### config.mk
export PLATFORM = sky130hd
export DESIGN_NAME = digs_seq
export DESIGN_NICKNAME = d
export VERILOG_FILES = /design/src/inc/digs_pkg.sv /design/src/inc/digs_trig_if.sv /design/src/design/digs_trig_gen.sv /design/src/design/digs_seq.sv
export SDC_FILE = /design/constraint.sdc
export NUM_CORES = 1
export LEC_CHECK = 0
export ABC_CLOCK_PERIOD_IN_PS = 6200
export BUFFER_PORTS_ARGS = -buffer_cell sky130_fd_sc_hd__buf_2
export CAP_MARGIN = 20
export CORE_MARGIN = 2
export CORE_UTILIZATION = 50
export CTS_CLUSTER_SIZE = 30
export DETAILED_ROUTE_END_ITERATION = 8
export PLACE_DENSITY_LB_ADDON = 0.05
export SYNTH_ARGS = -nofsm -noshare
export SYNTH_HDL_FRONTEND = slang
export SYNTH_HIERARCHICAL = 1
export SYNTH_SLANG_ARGS = --single-unit
### constraint.sdc
create_clock -name CLK_SYS -period 6.2 [get_ports CLK_SYS]
set_clock_uncertainty 0.15 [all_clocks]
set_input_delay 0.62 -clock CLK_SYS [delete_from_list [all_inputs] [get_ports CLK_SYS]]
set_output_delay 0.62 -clock CLK_SYS [all_outputs]
set_load 0.01 [all_outputs]
### src/inc/digs_pkg.sv
// Constants and types for the dual image gate sequencer
// Assumes a 100 MHz acquisition clock
package digs_pkg;
	// ----------------------------------------
	// Timing
	// ----------------------------------------
	localparam int CLK_HZ        = 100000000;
	localparam int CLK_PERIOD_NS = 10;
	localparam int RATE_MIN_HZ   = 2;
	localparam int RATE_MAX_HZ   = 1000000;
	localparam int RATE_W        = 20;
	localparam int CNT_W         = 32;
	localparam int FRAME_W       = 16;
	// Shortest pair spacing and gate width supported, as ns/ps times and cycle counts
	localparam int PAIR_SPACE_NS  = 450;
	localparam int PAIR_SPACE_CYC = PAIR_SPACE_NS / CLK_PERIOD_NS;
	localparam int GATE_MIN_PS    = 2500;
	localparam int GATE_MIN_CYC   = 1;
	// ----------------------------------------
	// Modes and states
	// ----------------------------------------
	localparam logic MODE_ONE_TRIG = 1'b0;
	localparam logic MODE_PER_SHOT = 1'b1;
	localparam logic SRC_INTERNAL  = 1'b0;
	localparam logic SRC_EXTERNAL  = 1'b1;

	typedef enum logic [7:0] {
		ST_IDLE  = 8'h01,
		ST_WTRIG = 8'h02,
		ST_DELAY = 8'h04,
		ST_GATE  = 8'h08,
		ST_GLOW  = 8'h10,
		ST_SHIFT = 8'h20,
		ST_READ  = 8'h40,
		ST_DONE  = 8'h80
	} digs_state_t;
endpackage

### src/inc/digs_trig_if.sv
// Trigger path between the rate generator/selector and the sequencer
// Assumes one clock domain
`timescale 1ns/1ns
interface digs_trig_if;
	logic trig;
	logic sync_a;
	logic sync_b;
	modport gen (output trig, output sync_a, output sync_b);
	modport seq (input trig, input sync_a, input sync_b);
endinterface

### src/design/digs_trig_gen.sv
// Trigger source: internal rate generator and external edge detect
// Assumes external trigger already passed the comparator and coupling stage
`timescale 1ns/1ns
module digs_trig_gen (
	input  wire logic                        clk,
	input  wire logic                        rst,
	input  wire logic                        src_sel,
	input  wire logic                        ext_pol,
	input  wire logic [digs_pkg::RATE_W-1:0] rate_hz,
	input  wire logic                        ext_in,
	digs_trig_if.gen                         tif
);
	logic                        ext_s1_q, ext_s2_q, ext_s3_q;
	logic [digs_pkg::CNT_W-1:0]  acc_q, acc_d;
	logic [digs_pkg::RATE_W-1:0] rate_c;
	logic                        tick_q, tick_d;
	logic                        trig_q, trig_d;
	logic                        ext_edge;

	// ----------------------------------------
	// Rate generator
	// ----------------------------------------
	always_comb begin
		rate_c = rate_hz;
		if (rate_hz < digs_pkg::RATE_W'(digs_pkg::RATE_MIN_HZ)) begin
			rate_c = digs_pkg::RATE_W'(digs_pkg::RATE_MIN_HZ);
		end else if (rate_hz > digs_pkg::RATE_W'(digs_pkg::RATE_MAX_HZ)) begin
			rate_c = digs_pkg::RATE_W'(digs_pkg::RATE_MAX_HZ);
		end
		tick_d = 1'b0;
		acc_d  = acc_q + digs_pkg::CNT_W'(rate_c);
		if (acc_d >= digs_pkg::CNT_W'(digs_pkg::CLK_HZ)) begin
			acc_d  = acc_d - digs_pkg::CNT_W'(digs_pkg::CLK_HZ);
			tick_d = 1'b1;
		end
		ext_edge = (ext_pol == 1'b0) ? (ext_s2_q & ~ext_s3_q) : (~ext_s2_q & ext_s3_q);
		trig_d   = (src_sel == digs_pkg::SRC_INTERNAL) ? tick_q : ext_edge;
	end

	always_ff @(posedge clk or posedge rst) begin
		if (rst) begin
			acc_q    <= '0;
			tick_q   <= 1'b0;
			trig_q   <= 1'b0;
			ext_s1_q <= 1'b0;
			ext_s2_q <= 1'b0;
			ext_s3_q <= 1'b0;
		end else begin
			acc_q    <= acc_d;
			tick_q   <= tick_d;
			trig_q   <= trig_d;
			ext_s1_q <= ext_in;
			ext_s2_q <= ext_s1_q;
			ext_s3_q <= ext_s2_q;
		end
	end

	assign tif.trig   = trig_q;
	assign tif.sync_a = tick_q;
	assign tif.sync_b = tick_q;

	rate_tick_a: assert property (@(posedge clk) disable iff (rst) tick_q |=> !tick_q)
		else $error("Rate tick longer than one cycle");
	src_ext_a: assert property (@(posedge clk) disable iff (rst)
		(src_sel == digs_pkg::SRC_EXTERNAL && $stable(src_sel) && !ext_edge) |=> !trig_q)
		else $error("Trigger from unselected source");
endmodule

### src/design/digs_seq.sv
// Dual image gate sequencer top: gating, afterglow wait, shift and readout
// Assumes configuration ports are static during an acquisition
`timescale 1ns/1ns
module digs_seq #(
	parameter int DLY_W = 24
) (
	input  wire logic                         CLK_SYS,
	input  wire logic                         RESET,
	input  wire logic                         START,
	input  wire logic                         ABORT,
	input  wire logic                         TRIG_MODE,
	input  wire logic                         TRIG_SRC,
	input  wire logic                         TRIG_POL,
	input  wire logic [digs_pkg::RATE_W-1:0]  RATE_HZ,
	input  wire logic [DLY_W-1:0]             DELAY1_CYC,
	input  wire logic [DLY_W-1:0]             DELAY2_CYC,
	input  wire logic [DLY_W-1:0]             GATE1_CYC,
	input  wire logic [DLY_W-1:0]             GATE2_CYC,
	input  wire logic [DLY_W-1:0]             GLOW_CYC,
	input  wire logic [DLY_W-1:0]             READ_CYC,
	input  wire logic [digs_pkg::FRAME_W-1:0] FRAME_COUNT,
	input  wire logic                         EXT_TRIG,
	output logic                              GATE,
	output logic                              XFER,
	output logic                              READOUT,
	output logic                              BUSY,
	output logic                              DONE,
	output logic                              SYNC_A,
	output logic                              SYNC_B,
	output logic [digs_pkg::FRAME_W-1:0]      FRAMES_DONE
);
	digs_trig_if tif ();

	// State codes from the package
	typedef digs_pkg::digs_state_t digs_state_t;
	localparam digs_state_t ST_IDLE  = digs_pkg::ST_IDLE;
	localparam digs_state_t ST_WTRIG = digs_pkg::ST_WTRIG;
	localparam digs_state_t ST_DELAY = digs_pkg::ST_DELAY;
	localparam digs_state_t ST_GATE  = digs_pkg::ST_GATE;
	localparam digs_state_t ST_GLOW  = digs_pkg::ST_GLOW;
	localparam digs_state_t ST_SHIFT = digs_pkg::ST_SHIFT;
	localparam digs_state_t ST_READ  = digs_pkg::ST_READ;
	localparam digs_state_t ST_DONE  = digs_pkg::ST_DONE;

	digs_state_t                    st_q, st_d;
	logic                           busy_q, busy_d;
	logic [DLY_W-1:0]               cnt_q, cnt_d;
	logic                           shot_q, shot_d;
	logic [digs_pkg::FRAME_W-1:0]   frm_q, frm_d;
	logic                           gate_q, gate_d;
	logic                           xfer_q, xfer_d;
	logic                           rd_q, rd_d;
	logic                           done_q, done_d;
	logic                           sa_q, sb_q;
	logic                           stored_q, stored_d;

	digs_trig_gen u_gen (
		.clk     (CLK_SYS),
		.rst     (RESET),
		.src_sel (TRIG_SRC),
		.ext_pol (TRIG_POL),
		.rate_hz (RATE_HZ),
		.ext_in  (EXT_TRIG),
		.tif     (tif)
	);

	// ----------------------------------------
	// Sequencer
	// ----------------------------------------
	always_comb begin
		st_d     = st_q;
		cnt_d    = cnt_q;
		shot_d   = shot_q;
		frm_d    = frm_q;
		stored_d = stored_q;
		gate_d   = 1'b0;
		xfer_d   = 1'b0;
		rd_d     = 1'b0;
		done_d   = 1'b0;
		case (st_q)
			ST_IDLE: begin
				if (START) begin
					frm_d    = '0;
					shot_d   = 1'b0;
					stored_d = 1'b0;
					st_d     = ST_WTRIG;
				end
			end
			ST_WTRIG: begin
				if (tif.trig) begin
					cnt_d = shot_q ? DELAY2_CYC : DELAY1_CYC;
					st_d  = ST_DELAY;
				end
			end
			ST_DELAY: begin
				if (cnt_q == '0) begin
					cnt_d  = (shot_q ? GATE2_CYC : GATE1_CYC) - DLY_W'(1);
					gate_d = 1'b1;
					st_d   = ST_GATE;
				end else begin
					cnt_d = cnt_q - DLY_W'(1);
				end
			end
			ST_GATE: begin
				if (cnt_q == '0) begin
					cnt_d = GLOW_CYC;
					st_d  = ST_GLOW;
				end else begin
					gate_d = 1'b1;
					cnt_d  = cnt_q - DLY_W'(1);
				end
			end
			ST_GLOW: begin
				if (cnt_q == '0) begin
					if (!shot_q) begin
						xfer_d   = 1'b1;
						stored_d = 1'b1;
						st_d     = ST_SHIFT;
					end else begin
						cnt_d = READ_CYC;
						st_d  = ST_READ;
					end
				end else begin
					cnt_d = cnt_q - DLY_W'(1);
				end
			end
			ST_SHIFT: begin
				shot_d = 1'b1;
				if (TRIG_MODE == digs_pkg::MODE_PER_SHOT) begin
					st_d = ST_WTRIG;
				end else begin
					cnt_d = DELAY2_CYC;
					st_d  = ST_DELAY;
				end
			end
			ST_READ: begin
				rd_d = 1'b1;
				if (cnt_q == '0) begin
					rd_d     = 1'b0;
					stored_d = 1'b0;
					frm_d    = frm_q + digs_pkg::FRAME_W'(2);
					st_d     = ST_DONE;
				end else begin
					cnt_d = cnt_q - DLY_W'(1);
				end
			end
			ST_DONE: begin
				shot_d = 1'b0;
				if (frm_q >= FRAME_COUNT) begin
					done_d = 1'b1;
					st_d   = ST_IDLE;
				end else begin
					st_d = ST_WTRIG;
				end
			end
			default: st_d = ST_IDLE;
		endcase
		if (ABORT) begin
			st_d   = ST_IDLE;
			gate_d = 1'b0;
			rd_d   = 1'b0;
			xfer_d = 1'b0;
		end
		busy_d = (st_d != ST_IDLE);
	end

	always_ff @(posedge CLK_SYS or posedge RESET) begin
		if (RESET) begin
			st_q     <= ST_IDLE;
			cnt_q    <= '0;
			shot_q   <= 1'b0;
			frm_q    <= '0;
			stored_q <= 1'b0;
			gate_q   <= 1'b0;
			xfer_q   <= 1'b0;
			rd_q     <= 1'b0;
			done_q   <= 1'b0;
			sa_q     <= 1'b0;
			sb_q     <= 1'b0;
			busy_q   <= 1'b0;
		end else begin
			st_q     <= st_d;
			cnt_q    <= cnt_d;
			shot_q   <= shot_d;
			frm_q    <= frm_d;
			stored_q <= stored_d;
			gate_q   <= gate_d;
			xfer_q   <= xfer_d;
			rd_q     <= rd_d;
			done_q   <= done_d;
			sa_q     <= tif.sync_a;
			sb_q     <= tif.sync_b;
			busy_q   <= busy_d;
		end
	end

	assign GATE        = gate_q;
	assign XFER        = xfer_q;
	assign READOUT     = rd_q;
	assign BUSY        = busy_q;
	assign DONE        = done_q;
	assign SYNC_A      = sa_q;
	assign SYNC_B      = sb_q;
	assign FRAMES_DONE = frm_q;

	// ----------------------------------------
	// Checks
	// ----------------------------------------
	one_trig_a: assert property (@(posedge CLK_SYS) disable iff (RESET)
		(st_q == ST_SHIFT && TRIG_MODE == digs_pkg::MODE_ONE_TRIG && !ABORT) |=> st_q == ST_DELAY)
		else $error("One-trigger pair did not start second exposure");
	per_shot_a: assert property (@(posedge CLK_SYS) disable iff (RESET)
		(st_q == ST_SHIFT && TRIG_MODE == digs_pkg::MODE_PER_SHOT && !ABORT) |=> st_q == ST_WTRIG)
		else $error("Per-shot mode did not wait for trigger");
	trig_start_a: assert property (@(posedge CLK_SYS) disable iff (RESET)
		(st_q == ST_WTRIG && !tif.trig && !ABORT) |=> st_q == ST_WTRIG)
		else $error("Exposure started without trigger");
	glow_wait_a: assert property (@(posedge CLK_SYS) disable iff (RESET)
		(st_q == ST_GATE && cnt_q == '0 && GLOW_CYC != '0 && !ABORT) |=> !XFER ##1 !XFER)
		else $error("Shift before afterglow wait");
	shift_hold_a: assert property (@(posedge CLK_SYS) disable iff (RESET)
		$rose(XFER) |=> stored_q)
		else $error("First image not held in storage");
	read_after_a: assert property (@(posedge CLK_SYS) disable iff (RESET)
		READOUT |-> shot_q)
		else $error("Readout before second exposure");
	gate_min_a: assert property (@(posedge CLK_SYS) disable iff (RESET)
		(st_q == ST_DELAY && cnt_q == '0 && !ABORT) |=> GATE)
		else $error("Gate pulse missing");
	pair_loop_a: assert property (@(posedge CLK_SYS) disable iff (RESET)
		(st_q == ST_DONE && frm_q < FRAME_COUNT && !ABORT) |=> st_q == ST_WTRIG)
		else $error("Sequencer did not rearm");
	ignore_trig_a: assert property (@(posedge CLK_SYS) disable iff (RESET)
		(st_q == ST_GATE && tif.trig && cnt_q != '0 && !ABORT) |=> st_q == ST_GATE)
		else $error("Trigger disturbed running pair");
	sync_pair_a: assert property (@(posedge CLK_SYS) disable iff (RESET) SYNC_A == SYNC_B)
		else $error("Sync outputs differ");
endmodule

==> results_dict.tcl <==
set metrics [dict create \
    placed_cells 1502 \
    worst_pin_slew_ns 1.13 \
    critPathCaptureType "register" \
    min_period_ns 5.70 \
    fin_area_um2 10500 \
    grt_pass1_vias 8665 \
    grt_start_max_net_pins 56 \
    synth_nets 1336 \
    grt_overflow 0 \
    synth_area_leader_cell "dfrtp_1" \
    critPathLaunchType "input pin" \
    r2r-start "u_gen/acc_q[0]" \
    clockRootBuffer "clkbuf_16" \
    multiInputGateArea_um2 6280 \
    antenna_found_initial 2 \
    maxCapViolCount 0 \
    drt_pass1_iterations 6 \
    final_common_cell "buf_2" \
    dp_hpwl_mm 21.9 \
    totalWireLength_mm 28.3 \
    synth_cell_types 91 \
    hold_violations 0 \
    final_layout_size_suffix_gt1_frac 0.219 \
    dpl_cell_area_um2 10200 \
    slew_violations 0 \
    track_usage 0.288 \
    clk_latency_ns 0.36 \
    drcViolationCount 0 \
    power_mw 3.59 \
    cts.reportedPaths.clkPinSlew_ns 0.07 \
    synth_edf_count 0 \
    leakage_nw 4.53 \
    yosys-top-cells-area "dfrtp_1, ha_1, xnor2_1" \
    hold_buffers 0 \
    timing.fmax_mhz 175 \
    portBuffers 209 \
    crit_fanout 14 \
    relSlewSlack 0.228 \
    powerDensity_nw_per_um2 343 \
    layout.nets 1515 \
    start_util 0.505 \
    fin_crit_sh 0.920 \
    r2r_cells 17 \
    rrSetupSlack_ns 1.59 \
    worst_slack_ns 0.496 \
    rsz0062_at_grt "false" \
    die_x_um 138 \
    totalNegativeSetupSlack_ns 0 \
    ir_drop_v 0.000410 \
    synth_cells 1106 \
    cts_tree "done" \
    crit_arrival_ns 5.83 \
    vias_per_cell 6.13 \
    worstSetupPathType "in -> reg" \
    r2r_end "u_gen/acc_q[21]" \
    cts_sinks 92 \
    yosysWarnings 6 \
    dr.first_iter.drc_count 721 \
    place_congestion 0.966 \
    dp_worst_setup_slack_ns 0.278 \
    num_io_pins 211 \
    clk_path_buf_depth 2 \
    min_path_type "reg -> reg" \
    worstPathRequired_ns 6.33 \
    core_um2 17800 \
    instances_no_fill 1521 \
    synthArstFlopShare 1.00 \
    synth-main-ff-cell "dfrtp_1" \
    vias 9327 \
    grt_first_pass_wirelength_mm 44.9 \
    crit_path_cell_trace "buf_2 > nor4_1 > nand3_1 > or3_1 > and3_1 > ha_1 > inv_1 > fa_1 > nand2b_1 > a21o_1 > a211oi_1 > a311oi_1 > ha_1 > nand3b_1 > or3_1 > or4_1 > o211ai_1 > a31oi_1 > o311ai_4 > buf_4 > nor3b_1 > xnor2_1" \
    final_cell_mix "buf_2, dfrtp_1, nand2_1, a21oi_1, nor2_1" \
    cpMaxStageDelayCell "nor4_1" \
    row_count 49 \
    ys_seq_elements 92 \
    synth_top_cell_area_share 0.254 \
    synth-seq-area-share 0.256 \
    hold_start "u_gen/ext_s1_q" \
    postCtsSetupBuffers 0 \
    area_growth_syn_to_layout_pct 16.7 \
    cts_buffers 9 \
    status "completed" \
    ff_latch_area_um2 2310 \
    die_area_um2 19100 \
    hold_depth 0 \
    cpPeakStageDelay_ns 0.57 \
    ctsResizeCount 0 \
    drtAntennaViolNets 0 \
    min_to "u_gen/ext_s2_q" \
    htreeDepth 3 \
    syn_area_um2 8980 \
    finalSetupViolCount 0 \
    die_y_um 138 \
    synth.avg_cell_area_um2 8.12 \
    avgRoutedWirePerCell_um 18.6 \
    fillers 1673 \
]
## worst max-delay path by stage
stage | startpoint | end | slack (ns) | depth (start not counted)
after global routing | RATE_HZ[1] | u_gen/acc_q[21] | 0.12 | 25
final | RATE_HZ[18] | u_gen/acc_q[21] | 0.50 | 22
after detailed placement | RATE_HZ[18] | u_gen/acc_q[23] | 0.28 | 22
after CTS | RATE_HZ[18] | u_gen/acc_q[21] | 0.59 | 22
after floorplan | RATE_HZ[1] | u_gen/acc_q[16] | 0.78 | 21
after global placement | RATE_HZ[18] | u_gen/acc_q[23] | 0.45 | 18
## per-layer routing
metal,vias up,GRT usage,wire length (um)
met5,-,0,0
met4,0,0.0924,700
met3,55,0.0488,2000
met2,358,0.461,13100
met1,4375,0.400,12500
li1,4539,-,-
## sequential cells by signal, indices dropped and copies added (netlist names)
name and cells:
DONE 1, FRAMES_DONE 15, READOUT 1, shot_q 1
XFER 1, SYNC_B 1, u_gen/ext_s1_q 1, u_gen/ext_s2_q 1
u_gen/ext_s3_q 1, GATE 1, cnt_q 24, BUSY 1
u_gen/acc_q 32, st_q 8, u_gen/tif.sync_a 1, u_gen/tif.trig 1
SYNC_A 1
## report_power, final
group | leakage (nW) | switching, mW | internal, mW
Sequential | 1.14 | 0.195 | 0.810
Combinational | 3.24 | 1.19 | 0.848
Clock | 0.142 | 0.268 | 0.283
## through the flow
| step | hold WS, ns | util |
|---|---|---|
| after global routing | 0.200 | 0.590 |
| after floorplan | 0.181 | - |
| after CTS | 0.202 | 0.589 |
| after detailed placement | 0.201 | 0.572 |
| final | 0.216 | 0.590 |
| after global placement | 0.190 | 0.572 |
## Yosys cell counts, types with 13 or more instances
cell / n
xnor2_1: 56
a211oi_1: 16
a21oi_1: 80
clkbuf_1: 34
dfrtp_1: 91
nand3_1: 42
nand2_1: 88
nor3_1: 43
a21o_1: 17
a22oi_1: 14
inv_1: 40
nor4_1: 18
o211ai_1: 14
or3_1: 16
mux2i_1: 33
ha_1: 41
nor2b_1: 14
nor2_1: 77
o21ai_0: 50
and3_1: 16
a22o_1: 14
xor2_1: 35
o31ai_1: 13
and2_1: 18
## critical path, delay by kind of cell
| family | cells | cell delay, ns |
|---|---|---|
| compound gates | 6 | 1.50 |
| xor+xnor | 1 | 0.16 |
| buf+inv | 3 | 0.43 |
| simple gates | 9 | 2.50 |
| fa+ha+maj | 3 | 0.62 |
## cell families (layout without fill, tap and decap cells)
family | count (synthesis) | in the layout | synth area share
xor+xnor | 91 | 91 | 0.0887
compound gates | 336 | 336 | 0.261
flops | 92 | 92 | 0.256
mux | 36 | 36 | 0.0405
buf+inv | 96 | 280 | 0.0453
fa+ha+maj | 42 | 42 | 0.0593
other cells | 1 | 3 | 0.000418
simple gates | 412 | 412 | 0.248
## layout make-up
type                    count  area share
repair buffers            224       0.111
multi-input cells         918       0.599
clock buffers               9      0.0215
clock inverters             7     0.00645
diodes                      2    0.000477
inverters                  40      0.0143
well taps                 229      0.0273
flip-flops and latches     92       0.220
No activity file was read; power rests on OpenSTA's default activity.
